$ cat config.mk
export PLATFORM = sky130hd
export DESIGN_NAME = fetc_coding_path
export DESIGN_NICKNAME = d
export VERILOG_FILES = /design/src/fetc_pkg.sv /design/src/fetc_coding_path.sv
export SDC_FILE = /design/constraint.sdc
export NUM_CORES = 1
export LEC_CHECK = 0
export ABC_CLOCK_PERIOD_IN_PS = 5040
export BUFFER_PORTS_ARGS = -buffer_cell sky130_fd_sc_hd__clkbuf_2
export CORE_UTILIZATION = 50
export CTS_BUF_LIST = sky130_fd_sc_hd__clkbuf_4
export DETAILED_ROUTE_END_ITERATION = 8
export HOLD_SLACK_MARGIN = 0.06
export PLACE_DENSITY = 0.71
export SYNTH_ARGS = -nofsm -noshare
export SYNTH_HDL_FRONTEND = slang
export SYNTH_SLANG_ARGS = --single-unit
$ cat constraint.sdc
create_clock -name clock_in -period 5.04 [get_ports clock_in]
set_input_delay 1.008 -clock clock_in [delete_from_list [all_inputs] [get_ports clock_in]]
set_output_delay 1.008 -clock clock_in [all_outputs]
set_load 0.1 [all_outputs]
$ cat src/fetc_pkg.sv
/*
 * Shared constants for the 100 Mb/s coding path: timing, code groups, scrambler, states.
 * Assumes a 100 MHz core clock and a line bit clock that is much slower than it.
 */
package fetc_pkg;
    // timing
    localparam int CLK_PERIOD_NS = 10;
    localparam int BIT_TIME_NS   = 160;
    localparam int BIT_CYCLES    = (BIT_TIME_NS + CLK_PERIOD_NS - 1) / CLK_PERIOD_NS;
    // framing and buffering
    localparam int GROUP_BITS    = 5;
    localparam int FIFO_DEPTH    = 4;
    localparam int TX_WORD_W     = 6;   // {tx_er, tx_en, nibble}
    localparam int TX_EN_BIT     = 4;
    localparam int TX_ER_BIT     = 5;
    // scrambler, x^11 + x^9 + 1
    localparam int LFSR_W        = 11;
    localparam int LFSR_TAP_A    = 10;
    localparam int LFSR_TAP_B    = 8;
    localparam int SCR_PERIOD    = 2047;
    localparam logic [10:0] LFSR_SEED = 11'h7ff;
    localparam int LOCK_ONES     = 40;  // matched idle bits before lock
    // control code groups
    localparam logic [4:0] CG_IDLE = 5'h1f;
    localparam logic [4:0] CG_J    = 5'h18;
    localparam logic [4:0] CG_K    = 5'h11;
    localparam logic [4:0] CG_T    = 5'h0d;
    localparam logic [4:0] CG_R    = 5'h07;
    localparam logic [4:0] CG_H    = 5'h04;
    localparam logic [9:0] CG_JK   = 10'h311;
    // line levels {pos, neg}
    localparam logic [1:0] MLT_ZERO = 2'h0;
    localparam logic [1:0] MLT_POS  = 2'h2;
    localparam logic [1:0] MLT_NEG  = 2'h1;

    typedef enum logic [5:0] {
        TX_IDLE = 6'h01,
        TX_J    = 6'h02,
        TX_K    = 6'h04,
        TX_DATA = 6'h08,
        TX_T    = 6'h10,
        TX_R    = 6'h20
    } fetc_tx_state_type;

    typedef enum logic [1:0] {
        RX_HUNT  = 2'h1,
        RX_FRAME = 2'h2
    } fetc_rx_state_type;
endpackage

$ cat src/fetc_coding_path.sv
/*
 * 100 Mb/s coding path: transmit FIFO, 4B/5B, scrambler, NRZI, MLT-3 and the reverse chain.
 * Assumes the MAC nibble side on clock_in and a slow line bit clock sampled by clock_in.
 */
`timescale 1ns/1ns

// small first-in first-out buffer, depth a power of two
module fetc_fifo #(
    parameter int WIDTH = 6,
    parameter int DEPTH = 4
) (
    input  wire logic             clock_in,
    input  wire logic             reset_in,
    input  wire logic             ce_in,
    input  wire logic [WIDTH-1:0] in_data_in,
    input  wire logic             in_valid_in,
    output logic                  in_ready_out,
    output logic      [WIDTH-1:0] out_data_out,
    output logic                  out_valid_out,
    input  wire logic             out_ready_in
);
    localparam int PW = $clog2(DEPTH);
    localparam int CW = $clog2(DEPTH + 1);
    logic [WIDTH-1:0] mem_q [DEPTH];
    logic [PW-1:0]    wr_q, wr_d, rd_q, rd_d;
    logic [CW-1:0]    cnt_q, cnt_d;
    logic             push, pop;

    // pointer and fill bookkeeping
    always_comb begin
        in_ready_out  = (cnt_q != CW'(DEPTH));
        out_valid_out = (cnt_q != '0);
        out_data_out  = mem_q[rd_q];
        push = in_valid_in && in_ready_out && ce_in;
        pop  = out_valid_out && out_ready_in && ce_in;
        wr_d  = push ? wr_q + 1'b1 : wr_q;
        rd_d  = pop ? rd_q + 1'b1 : rd_q;
        cnt_d = cnt_q + CW'(push) - CW'(pop);
    end

    always_ff @(posedge clock_in) begin
        if (reset_in) begin
            wr_q  <= '0;
            rd_q  <= '0;
            cnt_q <= '0;
        end else begin
            wr_q  <= wr_d;
            rd_q  <= rd_d;
            cnt_q <= cnt_d;
        end
    end

    // storage has no reset; only written words are ever read
    always_ff @(posedge clock_in) begin
        if (push) begin
            mem_q[wr_q] <= in_data_in;
        end
    end
endmodule

module fetc_coding_path
    import fetc_pkg::*;
#(
    parameter int BIT_DIV = fetc_pkg::BIT_CYCLES
) (
    input  wire logic       clock_in,
    input  wire logic       reset_in,
    input  wire logic       ce_in,
    input  wire logic [3:0] tx_data_in,
    input  wire logic       tx_en_in,
    input  wire logic       tx_er_in,
    input  wire logic       tx_valid_in,
    output logic            tx_ready_out,
    output logic      [1:0] tx_mlt_out,
    input  wire logic       rx_line_clk_in,
    input  wire logic [1:0] rx_mlt_in,
    output logic      [3:0] rx_data_out,
    output logic            rx_dv_out,
    output logic            rx_er_out,
    output logic            rx_valid_out,
    output logic            rx_lock_out
);
    import fetc_pkg::*;
    localparam int DW = $clog2(BIT_DIV);

    function automatic logic [4:0] enc(input logic [3:0] n);
        logic [4:0] c;
        c = CG_H;
        unique case (n)
            4'h0: c = 5'h1e; 4'h1: c = 5'h09; 4'h2: c = 5'h14; 4'h3: c = 5'h15;
            4'h4: c = 5'h0a; 4'h5: c = 5'h0b; 4'h6: c = 5'h0e; 4'h7: c = 5'h0f;
            4'h8: c = 5'h12; 4'h9: c = 5'h13; 4'ha: c = 5'h16; 4'hb: c = 5'h17;
            4'hc: c = 5'h1a; 4'hd: c = 5'h1b; 4'he: c = 5'h1c; 4'hf: c = 5'h1d;
        endcase
        return c;
    endfunction

    // returns {ok, nibble}; ok low for any non-data group
    function automatic logic [4:0] dec(input logic [4:0] c);
        logic [4:0] r;
        r = 5'h00;
        for (int i = 0; i < 16; i++) begin
            if (enc(4'(i)) == c) begin
                r = {1'b1, 4'(i)};
            end
        end
        return r;
    endfunction

    // transmit buffer between MAC and coder
    logic [TX_WORD_W-1:0] fifo_word;
    logic                 fifo_valid, fifo_pop;
    fetc_fifo #(.WIDTH(TX_WORD_W), .DEPTH(FIFO_DEPTH)) u_tx_fifo (
        .clock_in      (clock_in),
        .reset_in      (reset_in),
        .ce_in         (ce_in),
        .in_data_in    ({tx_er_in, tx_en_in, tx_data_in}),
        .in_valid_in   (tx_valid_in),
        .in_ready_out  (tx_ready_out),
        .out_data_out  (fifo_word),
        .out_valid_out (fifo_valid),
        .out_ready_in  (fifo_pop)
    );

    // transmit state
    fetc_tx_state_type tx_state_q, tx_state_d;
    logic [DW-1:0]  tx_div_q, tx_div_d;
    logic [2:0]     tx_bit_q, tx_bit_d;
    logic [4:0]     tx_sh_q, tx_sh_d;
    logic [10:0]    tx_lfsr_q, tx_lfsr_d;
    logic [10:0]    tx_bits_q, tx_bits_d;
    logic           tx_nrzi_q, tx_nrzi_d;
    logic [1:0]     tx_ph_q, tx_ph_d;
    logic [1:0]     tx_mlt_q, tx_mlt_d;
    logic           tx_tick, tx_boundary, tx_key, tx_scr, fifo_data;

    // bit divider, group framing, coding, scrambling and line levels
    always_comb begin
        tx_tick     = (tx_div_q == DW'(BIT_DIV - 1));
        tx_boundary = tx_tick && (tx_bit_q == 3'(GROUP_BITS - 1));
        fifo_data   = fifo_valid && fifo_word[TX_EN_BIT];
        tx_div_d    = tx_tick ? '0 : tx_div_q + 1'b1;
        tx_state_d  = tx_state_q;
        tx_bit_d    = tx_bit_q;
        tx_sh_d     = tx_sh_q;
        tx_lfsr_d   = tx_lfsr_q;
        tx_bits_d   = tx_bits_q;
        tx_nrzi_d   = tx_nrzi_q;
        tx_ph_d     = tx_ph_q;
        tx_mlt_d    = tx_mlt_q;
        fifo_pop    = 1'b0;
        tx_key      = tx_lfsr_q[LFSR_TAP_A] ^ tx_lfsr_q[LFSR_TAP_B];
        tx_scr      = tx_sh_q[GROUP_BITS-1] ^ tx_key;
        if (tx_tick) begin
            tx_lfsr_d = {tx_lfsr_q[9:0], tx_key};
            tx_bits_d = (tx_bits_q == 11'(SCR_PERIOD - 1)) ? '0 : tx_bits_q + 1'b1;
            tx_nrzi_d = tx_nrzi_q ^ tx_scr;
            if (tx_scr) begin
                tx_ph_d = tx_ph_q + 1'b1;
            end
            unique case (tx_ph_d)
                2'h1:    tx_mlt_d = MLT_POS;
                2'h3:    tx_mlt_d = MLT_NEG;
                default: tx_mlt_d = MLT_ZERO;
            endcase
            tx_bit_d = tx_bit_q + 1'b1;
            tx_sh_d  = {tx_sh_q[3:0], 1'b0};
        end
        if (tx_boundary) begin
            tx_bit_d = '0;
            unique case (tx_state_q)
                TX_IDLE: begin
                    // stray words without tx_en are dropped between frames
                    fifo_pop   = fifo_valid && !fifo_word[TX_EN_BIT];
                    tx_state_d = fifo_data ? TX_J : TX_IDLE;
                    tx_sh_d    = fifo_data ? CG_J : CG_IDLE;
                end
                TX_J: begin
                    tx_state_d = TX_K;
                    tx_sh_d    = CG_K;
                end
                TX_K, TX_DATA: begin
                    // an empty buffer mid-frame ends the frame: MAC must keep up
                    fifo_pop   = fifo_data;
                    tx_state_d = fifo_data ? TX_DATA : TX_T;
                    tx_sh_d    = !fifo_data ? CG_T :
                                 fifo_word[TX_ER_BIT] ? CG_H : enc(fifo_word[3:0]);
                end
                TX_T: begin
                    tx_state_d = TX_R;
                    tx_sh_d    = CG_R;
                end
                TX_R: begin
                    tx_state_d = TX_IDLE;
                    tx_sh_d    = CG_IDLE;
                end
            endcase
        end
    end

    always_ff @(posedge clock_in) begin
        if (reset_in) begin
            tx_state_q <= TX_IDLE;
            tx_div_q   <= '0;
            tx_bit_q   <= '0;
            tx_sh_q    <= CG_IDLE;
            tx_lfsr_q  <= LFSR_SEED;
            tx_bits_q  <= '0;
            tx_nrzi_q  <= 1'b0;
            tx_ph_q    <= '0;
            tx_mlt_q   <= MLT_ZERO;
        end else if (ce_in) begin
            tx_state_q <= tx_state_d;
            tx_div_q   <= tx_div_d;
            tx_bit_q   <= tx_bit_d;
            tx_sh_q    <= tx_sh_d;
            tx_lfsr_q  <= tx_lfsr_d;
            tx_bits_q  <= tx_bits_d;
            tx_nrzi_q  <= tx_nrzi_d;
            tx_ph_q    <= tx_ph_d;
            tx_mlt_q   <= tx_mlt_d;
        end
    end
    assign tx_mlt_out = tx_mlt_q;

    // receive state
    fetc_rx_state_type rx_state_q, rx_state_d;
    logic [2:0]  rx_clk_s_q;   // [0] first stage, read only by [1]
    logic [1:0]  rx_lvl_s1_q, rx_lvl_s2_q, rx_prev_q, rx_prev_d;
    logic        rx_nrzi_q, rx_nrzi_d, rx_lock_q, rx_lock_d;
    logic [10:0] rx_lfsr_q, rx_lfsr_d;
    logic [5:0]  rx_ones_q, rx_ones_d;
    logic [9:0]  rx_sh_q, rx_sh_d;
    logic [2:0]  rx_cnt_q, rx_cnt_d;
    logic [3:0]  rx_data_q, rx_data_d;
    logic        rx_dv_q, rx_dv_d, rx_er_q, rx_er_d, rx_valid_q, rx_valid_d;
    logic        rx_edge, rx_nrz, rx_pred, rx_bit, rx_bad;
    logic [4:0]  rx_dec;

    // line pins cross into clock_in through two flops each
    always_ff @(posedge clock_in) begin
        if (reset_in) begin
            rx_clk_s_q  <= '0;
            rx_lvl_s1_q <= MLT_ZERO;
            rx_lvl_s2_q <= MLT_ZERO;
        end else if (ce_in) begin
            rx_clk_s_q  <= {rx_clk_s_q[1:0], rx_line_clk_in};
            rx_lvl_s1_q <= rx_mlt_in;
            rx_lvl_s2_q <= rx_lvl_s1_q;
        end
    end

    // recovery, descrambling, alignment and decoding
    always_comb begin
        rx_edge    = rx_clk_s_q[1] && !rx_clk_s_q[2];
        rx_prev_d  = rx_prev_q;
        rx_nrzi_d  = rx_nrzi_q;
        rx_lock_d  = rx_lock_q;
        rx_lfsr_d  = rx_lfsr_q;
        rx_ones_d  = rx_ones_q;
        rx_sh_d    = rx_sh_q;
        rx_cnt_d   = rx_cnt_q;
        rx_state_d = rx_state_q;
        rx_data_d  = rx_data_q;
        rx_dv_d    = rx_dv_q;
        rx_er_d    = rx_er_q;
        rx_valid_d = 1'b0;
        rx_nrz     = 1'b0;
        rx_bit     = 1'b0;
        rx_pred    = rx_lfsr_q[LFSR_TAP_A] ^ rx_lfsr_q[LFSR_TAP_B];
        rx_dec     = dec(rx_sh_d[4:0]);
        rx_bad     = 1'b0;
        if (rx_edge) begin
            rx_prev_d = rx_lvl_s2_q;
            rx_nrzi_d = rx_nrzi_q ^ (rx_lvl_s2_q != rx_prev_q);
            rx_nrz    = rx_nrzi_d ^ rx_nrzi_q;
            rx_bit    = rx_nrz ^ rx_pred;
            if (!rx_lock_q) begin
                // idle is all ones, so the inverted line bit is the key
                rx_lfsr_d = {rx_lfsr_q[9:0], !rx_nrz};
                rx_ones_d = rx_bit ? rx_ones_q + 1'b1 : '0;
                rx_lock_d = rx_bit && (rx_ones_q == 6'(LOCK_ONES - 1));
                rx_sh_d   = rx_sh_q;
            end else begin
                rx_lfsr_d = {rx_lfsr_q[9:0], rx_pred};
                rx_sh_d   = {rx_sh_q[8:0], rx_bit};
                rx_dec    = dec(rx_sh_d[4:0]);
                unique case (rx_state_q)
                    RX_HUNT: begin
                        if (rx_sh_d == CG_JK) begin
                            rx_state_d = RX_FRAME;
                            rx_cnt_d   = '0;
                            rx_dv_d    = 1'b1;
                            rx_er_d    = 1'b0;
                        end
                    end
                    RX_FRAME: begin
                        rx_cnt_d = rx_cnt_q + 1'b1;
                        if (rx_cnt_q == 3'(GROUP_BITS - 1)) begin
                            rx_cnt_d   = '0;
                            rx_valid_d = (rx_sh_d[4:0] != CG_T);
                            rx_data_d  = rx_dec[3:0];
                            rx_bad     = !rx_dec[4];
                            rx_er_d    = rx_bad && (rx_sh_d[4:0] != CG_T);
                            if (rx_sh_d[4:0] == CG_T || rx_sh_d[4:0] == CG_IDLE) begin
                                rx_state_d = RX_HUNT;
                                rx_dv_d    = 1'b0;
                            end
                        end
                    end
                    default: rx_state_d = RX_HUNT;
                endcase
            end
        end
    end

    always_ff @(posedge clock_in) begin
        if (reset_in) begin
            rx_state_q <= RX_HUNT;
            rx_prev_q  <= MLT_ZERO;
            rx_nrzi_q  <= 1'b0;
            rx_lock_q  <= 1'b0;
            rx_lfsr_q  <= '0;
            rx_ones_q  <= '0;
            rx_sh_q    <= '0;
            rx_cnt_q   <= '0;
            rx_data_q  <= '0;
            rx_dv_q    <= 1'b0;
            rx_er_q    <= 1'b0;
            rx_valid_q <= 1'b0;
        end else if (ce_in) begin
            rx_state_q <= rx_state_d;
            rx_prev_q  <= rx_prev_d;
            rx_nrzi_q  <= rx_nrzi_d;
            rx_lock_q  <= rx_lock_d;
            rx_lfsr_q  <= rx_lfsr_d;
            rx_ones_q  <= rx_ones_d;
            rx_sh_q    <= rx_sh_d;
            rx_cnt_q   <= rx_cnt_d;
            rx_data_q  <= rx_data_d;
            rx_dv_q    <= rx_dv_d;
            rx_er_q    <= rx_er_d;
            rx_valid_q <= rx_valid_d;
        end
    end
    assign rx_data_out  = rx_data_q;
    assign rx_dv_out    = rx_dv_q;
    assign rx_er_out    = rx_er_q;
    assign rx_valid_out = rx_valid_q;
    assign rx_lock_out  = rx_lock_q;
endmodule

==> results of run 1 <==
cells by family after synthesis:
| kind of cell | count (synthesis) |
|---|---|
| AND/OR/NAND/NOR | 225 |
| flip-flops | 114 |
| AO/OA/AOI/OAI | 97 |
| buffers and inverters | 45 |
| XOR/XNOR | 28 |
| multiplexers | 17 |
| adder cells (fa/ha/maj) | 13 |
worst min-delay path by stage:
stage                                           end  slack, ns  depth (start not counted)
after global placement      tx_sh_q[2]$_SDFFE_PP1P_       0.44                          2
after detailed placement    tx_sh_q[2]$_SDFFE_PP1P_       0.44                          2
after floorplan             tx_sh_q[2]$_SDFFE_PP1P_       0.43                          2
final                       tx_sh_q[2]$_SDFFE_PP1P_       0.45                          2
after global routing      rx_lfsr_q[6]$_SDFFE_PP0P_       0.48                          2
after CTS                   tx_sh_q[2]$_SDFFE_PP1P_       0.46                          2
per-stage QoR:
step	util	power [mW]	setup WS [ns]
after floorplan	-	1.04	1.68
after global placement	0.537	1.05	1.38
after detailed placement	0.537	1.06	1.32
after CTS	0.566	1.73	1.84
after global routing	0.566	1.79	1.65
final	0.566	1.71	1.83
layer usage:
metal  part of all wire  global-route usage
met1               0.48               0.278
met2               0.46               0.293
met3              0.043              0.0536
met4              0.014              0.0780
met5                  0                   0
report_power, final:
part           switching, mW  internal, mW
combinational         0.0517        0.0290
clock                  0.377         0.298
sequential            0.0100         0.945
total                  0.439          1.27
cell usage after synthesis, types with 12 or more instances:
cell type | number | area share
clkbuf_1 | 19 | 0.014
nand3b_1 | 12 | 0.018
nand2_1 | 90 | 0.066
dfxtp_1 | 90 | 0.35
a21oi_1 | 47 | 0.046
nor2_1 | 45 | 0.033
edfxtp_1 | 24 | 0.14
nor3_1 | 13 | 0.013
nand3_1 | 14 | 0.014
ha_1 | 12 | 0.029
inv_1 | 13 | 0.0096
xnor2_1 | 16 | 0.027
state kept, by name (all words and copies together), names as in the netlist, 3 cells and up, named ones only:
signal           count
tx_div_q             4
rx_ones_q            6
tx_bit_q             3
tx_state_q           6
tx_sh_q              5
tx_lfsr_q           11
rx_cnt_q             3
u_tx_fifo.cnt_q      3
rx_data_out          4
u_tx_fifo.mem_q     24
rx_sh_q              9
rx_lfsr_q           11
rx_clk_s_q           3
worst max-delay path, delay by kind of cell:
family          cells  cell delay, ns
buf+inv             3            0.47
fa+ha+maj           3            0.76
compound gates      1            0.31
simple gates        3            0.73
xor+xnor            2            0.30
final cells by class:
type                            instances  area, µm²  share of cell area
Multi-Input combinational cell        380       2390               0.430
Clock inverter                         15        160              0.0288
Sequential cell                       114       2520               0.454
Timing Repair Buffer                   26        138              0.0248
Inverter                               14       52.6             0.00945
Clock buffer                           17        128              0.0230
Tap cell                              133        166              0.0299
==> reports/results.tsv, run 1 <==
stage	metric	value	unit
global_route	grt_pass1_vias	3436	
logic_synthesis	muxShareOfSynthArea	0.0486	
setup_path	r2r-end	u_tx_fifo.cnt_q[2]$_SDFF_PP0_	
die	num_rows	36	
global_route	antenna_found_initial	0	
place	port_buffers	23	
setup_path	r2r_cells	11	
logic_synthesis	ys_seq_area_frac	0.495	
setup_path	max_stage_delay	0.40	ns
setup_path	worstSetupEndpointType	flip-flop	
layout	drive_gt1_frac	0.124	
global_route	grtUsageTotal	0.199	
sta	tightestPinTransition	0.951	ns
die	die-area	0.0106	mm²
setup_path	required	5.42	ns
logic_synthesis	async_flop_share	0	
global_route	grt_max_degree	63	
sta	relSlewSlack	0.364	
sta	rsz0062_at_grt	no	
clock_tree	clk_pin_slew	0.10	ns
place	place_inst	667	
logic_synthesis	synth_fp_nets	565	
sta	timing.fmax	311	MHz
power	vdd_drop_max	211	µV
logic_synthesis	yosys_warnings	0	
logic_synthesis	avgSynthCellArea	9.46	µm²
routing	wl_per_cell	13.7	µm
clock_tree	numCtsBuffers	17	
clock_tree	clk_path_buf_depth	2	
routing	final_antenna_net_count	0	
die	die_x	103	µm
routing	drt_iter0_markers	230	
place	hpwlAfterDp	6480	µm
clock_tree	tritoncts	done	
routing	dr.pass1.iters	5	
layout	nNetsFinal	579	
die	io_pins	24	
logic_synthesis	ys_dominant_reg_cell	dfxtp_1	
layout	area_growth	9.08	%
routing	drcViolationCount	0	
setup_path	cp_data_arrival_time	3.59	ns
sta	min_period_over_period	0.637	
setup_path	slowest_stage	and3_1	
sta	finalSetupViolCount	0	
layout	diodes	0	
global_route	overflow	0	
die	die_y	103	µm
logic_synthesis	synthesis.instances	539	
routing	num_vias	3863	
sta	fin_crit	3.21	ns
logic_synthesis	synth_compound_area_frac	0.121	
logic_synthesis	synth_simple_gate_area_frac	0.216	
sta	fin_hold_ws	0.454	ns
routing	viasPerCell	5.53	
die	core	0.00982	mm²
sta	slew_viol_final	0	
sta	tns	0	ns
setup_path	cp-endpoint	u_tx_fifo.cnt_q[2]$_SDFF_PP0_	
sta	hold_viol_final	0	
setup_path	worstSetupStartpointType	input pin	
outcome	outcome	finished, final reports clean	
logic_synthesis	synth_edf_count	24	
clock_tree	cts.repair.resized	0	
clock_tree	clock_latency	0.52	ns
logic_synthesis	yosys.area_share.xor_xnor	0.0508	
die	initial_utilization	0.519	
clock_tree	cts_setup_buffers	0	
setup_path	cp-startpoint	ce_in	
place	place_congestion	0.873	
logic_synthesis	syn_area	0.00510	mm²
layout	final_cell_area	0.00556	mm²
clock_tree	cts_sinks	114	
flow_run	drv_cap	0	
setup_path	crit_fanout	19	
logic_synthesis	synthAdderAreaFrac	0.0334	
routing	drt-total-wl	9570	µm
sta	finClkSkew	0.0166	ns
logic_synthesis	synth-seq-cells	114	
clock_tree	cts_root_buf	clkbuf_4	
setup_path	path_cells	clkbuf_2, and4_1, and3_1, o211a_1, ha_1, inv_1, ha_1, inv_1, fa_1, xor2_1, xnor2_1, nor2_1	
setup_path	r2r_slack	1.91	ns
logic_synthesis	synth_top_family_by_area	simple AND/OR/NAND/NOR gates	
clock_tree	cts_hold_buf	0	
place	postPlaceCellArea	0.00527	mm²
layout	final_cell_mix	90 x nand2_1, 90 x dfxtp_1, 47 x a21oi_1	
hold_path	min-delay-start	tx_sh_q[2]$_SDFFE_PP1P_	
clock_tree	ctsHtreeMaxLevel	4	
hold_path	hold_class	reg2reg	
setup_path	worstSetupPathType	in2reg	
layout	fin_cells	699	
power	powerDensity	308	mW/mm²
global_route	grt_first_pass_wirelength	16100	µm
logic_synthesis	ys_types	65	
layout	fillers	894	
power	leakagePower	2.02	nW
Note: power is estimated with default switching activity, not from simulation.
==> run 2, diff against run 1 <==
- ABC_CLOCK_PERIOD_IN_PS: 5040 -> 3000
- clock period: 5.04 -> 3 ns (I/O delays scaled with it)
==> reports/results.tsv, run 2 (synthesis gave the netlist of run 1 again) <==
stage	metric	value	unit
outcome	outcome	finished, final reports clean	
die	num_rows	36	
routing	met1Wirelength	4740	µm
die	io_pins	24	
global_route	overflow	0	
die	die_x	103	µm
clock_tree	clk_pin_slew	0.11	ns
place	post-place-ws	0.207	ns
sta	relSlewSlack	0.572	
sta	fin_crit	2.83	ns
layout	largest_reg_flops	24	
clock_tree	tritoncts	done	
routing	drcViolationCount	0	
layout	nNetsFinal	590	
clock_tree	ctsHtreeMaxLevel	4	
sta	rsz0062_at_grt	no	
layout	diodes	0	
sta	finalSetupViolCount	0	
place	port_buffers	23	
sta	timing.fmax	354	MHz
setup_path	worstSetupEndpointType	flip-flop	
layout	final_cell_mix	90 x nand2_1, 90 x dfxtp_1, 47 x a21oi_1	
layout	top_regs	u_tx_fifo.mem_q x24, rx_lfsr_q x11, tx_lfsr_q x11	
global_route	grtUsageTotal	0.202	
global_route	grt_max_degree	30	
sta	hold_viol_final	0	
global_route	antenna_found_initial	0	
global_route	grt_first_pass_wirelength	16500	µm
routing	drt-total-wl	9880	µm
routing	met2_length	4600	µm
layout	area_growth	11.7	%
setup_path	worstSetupStartpointType	flip-flop	
power	leakagePower	2.11	nW
routing	topRoutingLayerUsed	met4	
layout	seqCellArea	0.00252	mm²
setup_path	cp_data_arrival_time	3.22	ns
hold_path	hold_class	in2reg	
setup_path	required	3.39	ns
sta	fin_ws	0.172	ns
sta	finClkSkew	0.0246	ns
die	die_y	103	µm
place	hpwlAfterDp	6620	µm
layout	fillers	899	
clock_tree	clock_latency	0.52	ns
routing	dr.pass1.iters	4	
clock_tree	cts_sinks	114	
setup_path	worstSetupPathType	reg2reg	
layout	drive_gt1_frac	0.142	
clock_tree	clk_path_buf_depth	2	
die	die-area	0.0106	mm²
global_route	grt_pass1_vias	3554	
sta	slew_viol_final	0	
routing	num_vias	3895	
clock_tree	cts_root_buf	clkbuf_4	
sta	min_period_over_period	0.943	
sta	tns	0	ns
clock_tree	cts_hold_buf	0	
clock_tree	numCtsBuffers	17	
routing	drt_iter0_markers	178	
power	power	3.05	mW
routing	viasPerCell	5.49	
sta	fin_hold_ws	0.304	ns
die	core	0.00982	mm²
layout	multi_input_comb_area	0.00240	mm²
power	powerDensity	535	mW/mm²
sta	tightestPinTransition	0.641	ns
power	vdd_drop_max	492	µV
routing	dr_wl_met3	399	µm
flow_run	drv_cap	0	
layout	largest_register	u_tx_fifo.mem_q	
routing	final_antenna_net_count	0	
setup_path	crit_fanout	4	
place	place_congestion	0.841	
routing	wl_per_cell	13.9	µm
die	initial_utilization	0.519	
-- run 2: changes by cell type in the layout (fill, tap and decap cells not counted) --
cell and change:
buf_4 +11, clkinvlp_4 -3, bufinv_16 +2, clkinv_4 +1
nor4b_1 -1, nor4b_2 +1
-- run 2: path summary, 6_finish.rpt --
kind,startpoint,end,slack [ns],cells after the start
max,flip-flop,u_tx_fifo.cnt_q[2]$_SDFF_PP0_,0.17,11
min,tx_data_in[2],u_tx_fifo.mem_q[1][2]$_DFFE_PP_,0.30,1
max reg2reg,flip-flop,u_tx_fifo.cnt_q[2]$_SDFF_PP0_,0.17,11
min reg2reg,tx_sh_q[2]$_SDFFE_PP1P_,tx_sh_q[2]$_SDFFE_PP1P_,0.46,2
-- run 2: per-stage QoR --
stage | instances | util | instance area (µm²)
after floorplan | 539 | - | 5100
after global placement | 678 | 0.545 | 5360
after detailed placement | 678 | 0.545 | 5360
after CTS | 710 | 0.579 | 5690
after global routing | 710 | 0.580 | 5700
final | 710 | 0.580 | 5700
-- run 2: final cells by class --
cell class,instances,share of cell area
clock buffer,17,0.0224
clock inverter,15,0.0362
inverter,14,0.00923
multi-input combinational,380,0.421
sequential,114,0.443
tap,133,0.0292
timing repair buffer,37,0.0387
-- run 2: power by group --
part           switching (mW)  total [mW]  internal [mW]
Clock                   0.629        1.30          0.671
Sequential             0.0168        1.60           1.59
Combinational          0.0891       0.143         0.0538
-- run 2: worst max-delay path: stages (launching register included) --
cell	delay (ns)
dfxtp_1	0.38
mux4_2	0.55
and4_1	0.23
o211a_1	0.28
ha_1	0.30
inv_1	0.06
ha_1	0.13
inv_1	0.05
fa_1	0.37
xor2_1	0.18
xnor2_1	0.14
nor2_1	0.05
-- run 2: timing repair --
item,CTS,global route
setup buffers,0,0
endpoints found under the setup margin,0,1
endpoints found under the hold margin,0,0
resized for setup,0,1
-- run 2: routing by layer --
metal / vias up / track usage
met5: - / 0
met4: 0 / 0.0769
met3: 11 / 0.0488
met2: 67 / 0.317
met1: 1858 / 0.271
li1: 1959 / -
==> run 3, diff against run 2 <==
- CELL_PAD_IN_SITES_DETAIL_PLACEMENT: default -> 1
- CELL_PAD_IN_SITES_GLOBAL_PLACEMENT: default -> 1
- PLACE_DENSITY: 0.71 -> 0.86
==> reports/results.tsv, run 3 (synthesis gave the netlist of run 1 again) <==
stage	metric	value	unit
routing	drcViolationCount	0	
setup_path	cp_data_arrival_time	3.23	ns
place	place_congestion	0.822	
clock_tree	tritoncts	done	
sta	slew_viol_final	0	
clock_tree	cts_root_buf	clkbuf_4	
layout	multi_input_comb_area	0.00241	mm²
sta	tightestPinTransition	0.911	ns
hold_path	hold_class	in2reg	
die	die_x	103	µm
layout	final_common_cell	nand2_1	
sta	finClkSkew	0.0145	ns
layout	largest_register	u_tx_fifo.mem_q	
routing	dr.pass1.iters	4	
routing	final_antenna_net_count	0	
setup_path	r2r_cells	11	
routing	wl_per_cell	16.6	µm
layout	final_cell_area	0.00571	mm²
sta	timing.fmax	353	MHz
clock_tree	clk_path_buf_depth	2	
layout	final_cell_mix	90 x nand2_1, 89 x dfxtp_1, 47 x a21oi_1	
sta	tns	0	ns
routing	viasPerCell	5.67	
global_route	overflow	0	
layout	area_growth	12.1	%
clock_tree	clk_pin_slew	0.11	ns
power	leakagePower	2.11	nW
die	io_pins	24	
sta	fin_crit	2.83	ns
setup_path	r2r_slack	0.17	ns
clock_tree	clock_latency	0.51	ns
routing	num_vias	4037	
setup_path	required	3.40	ns
power	vdd_drop_max	332	µV
layout	nNetsFinal	592	
place	port_buffers	23	
layout	diodes	0	
place	postPlaceCellArea	0.00536	mm²
setup_path	r2r-end	u_tx_fifo.cnt_q[2]$_SDFF_PP0_	
layout	drive_gt1_frac	0.147	
clock_tree	cts_hold_buf	0	
setup_path	crit_fanout	4	
clock_tree	numCtsBuffers	17	
sta	finalSetupViolCount	0	
routing	drt_iter0_markers	149	
hold_path	min-delay-start	tx_data_in[2]	
layout	seqCellArea	0.00252	mm²
die	die-area	0.0106	mm²
sta	relSlewSlack	0.390	
power	powerDensity	529	mW/mm²
global_route	grtUsageTotal	0.242	
outcome	outcome	finished, final reports clean	
global_route	antenna_found_initial	0	
global_route	grt_first_pass_wirelength	19500	µm
die	initial_utilization	0.519	
clock_tree	ctsHtreeMaxLevel	4	
die	core	0.00982	mm²
clock_tree	cts_sinks	114	
setup_path	worstSetupPathType	reg2reg	
sta	hold_viol_final	0	
layout	fillers	1165	
global_route	grt_max_degree	48	
hold_path	worstHoldPathCells	1	
sta	min_period_over_period	0.943	
routing	drt-total-wl	11800	µm
setup_path	worstSetupStartpointType	flip-flop	
setup_path	worstSetupEndpointType	flip-flop	
die	die_y	103	µm
die	num_rows	36	
layout	top_regs	u_tx_fifo.mem_q x24, rx_lfsr_q x11, tx_lfsr_q x11	
hold_path	whs_endpoint	u_tx_fifo.mem_q[0][2]$_DFFE_PP_	
sta	rsz0062_at_grt	no	
layout	largest_reg_flops	24	
global_route	grt_pass1_vias	4099	
flow_run	drv_cap	0	
place	hpwlAfterDp	8280	µm
run 3: cell types whose count changed in the layout (fill, tap and decap cells not counted):
cell and change:
inv_6 -3, buf_4 +2, clkinv_1 +2, clkinvlp_4 +2
clkbuf_4 +1, clkinv_2 -1, clkinv_4 -1, dfxtp_1 -1
dfxtp_2 +1, or4_1 -1, or4_4 +1, xor2_1 -1
xor2_2 +1
run 3: timing repair:
item | in CTS | in global routing
resized for setup | 1 | 3
setup buffers | 0 | 2
pin swaps | 0 | 1
endpoints found under the setup margin | 1 | 1
run 3: layout make-up:
class,instances,share of cell area
clock buffer,18,0.0237
tap,133,0.0291
multi-input combinational,380,0.422
inverter,14,0.00920
timing repair buffer,39,0.0412
sequential,114,0.442
clock inverter,14,0.0331
run 3: worst max-delay path by stage:
stage	end	depth (start not counted)
5_1_grt	u_tx_fifo.cnt_q[2]$_SDFF_PP0_	11
4_1_cts	u_tx_fifo.cnt_q[2]$_SDFF_PP0_	11
2_1_floorplan	u_tx_fifo.cnt_q[2]$_SDFF_PP0_	13
3_5_place_dp	u_tx_fifo.cnt_q[2]$_SDFF_PP0_	11
3_3_place_gp	u_tx_fifo.cnt_q[2]$_SDFF_PP0_	11
6_report	u_tx_fifo.cnt_q[2]$_SDFF_PP0_	11
run 3: through the flow:
| stage | hold WS [ns] | total power [mW] | cells | util | setup slack (ns) |
|---|---|---|---|---|---|
| global placement | 0.439 | 1.77 | 678 | 0.545 | 0.269 |
| finish | 0.302 | 3.02 | 712 | 0.582 | 0.171 |
| detailed placement | 0.448 | 1.79 | 678 | 0.545 | 0.0249 |
| floorplan | 0.426 | 1.74 | 539 | - | 0.0433 |
| global route | 0.253 | 3.14 | 712 | 0.582 | 0.0246 |
| CTS | 0.260 | 3.05 | 710 | 0.579 | 0.0765 |
run 3: worst max-delay path: stages (launching register included):
cell and delay [ns]:
dfxtp_2 0.36, mux4_2 0.55, nor4b_2 0.30, o211a_1 0.24, ha_1 0.24, inv_1 0.06
ha_1 0.13, inv_1 0.06, fa_1 0.40, xor2_2 0.18, xnor2_1 0.14, nor2_1 0.05
run 3: power breakdown:
group | switching [mW] | internal (mW) | leakage [nW]
clock network | 0.605 | 0.666 | 0.159
registers | 0.0178 | 1.59 | 0.946
logic | 0.0933 | 0.0528 | 1.00
run 3: per-layer routing:
layer / global-route usage / wire length [µm]
met1: 0.291 / 5300
met2: 0.407 / 5850
met3: 0.0705 / 400
met4: 0.103 / 265
met5: 0 / 0
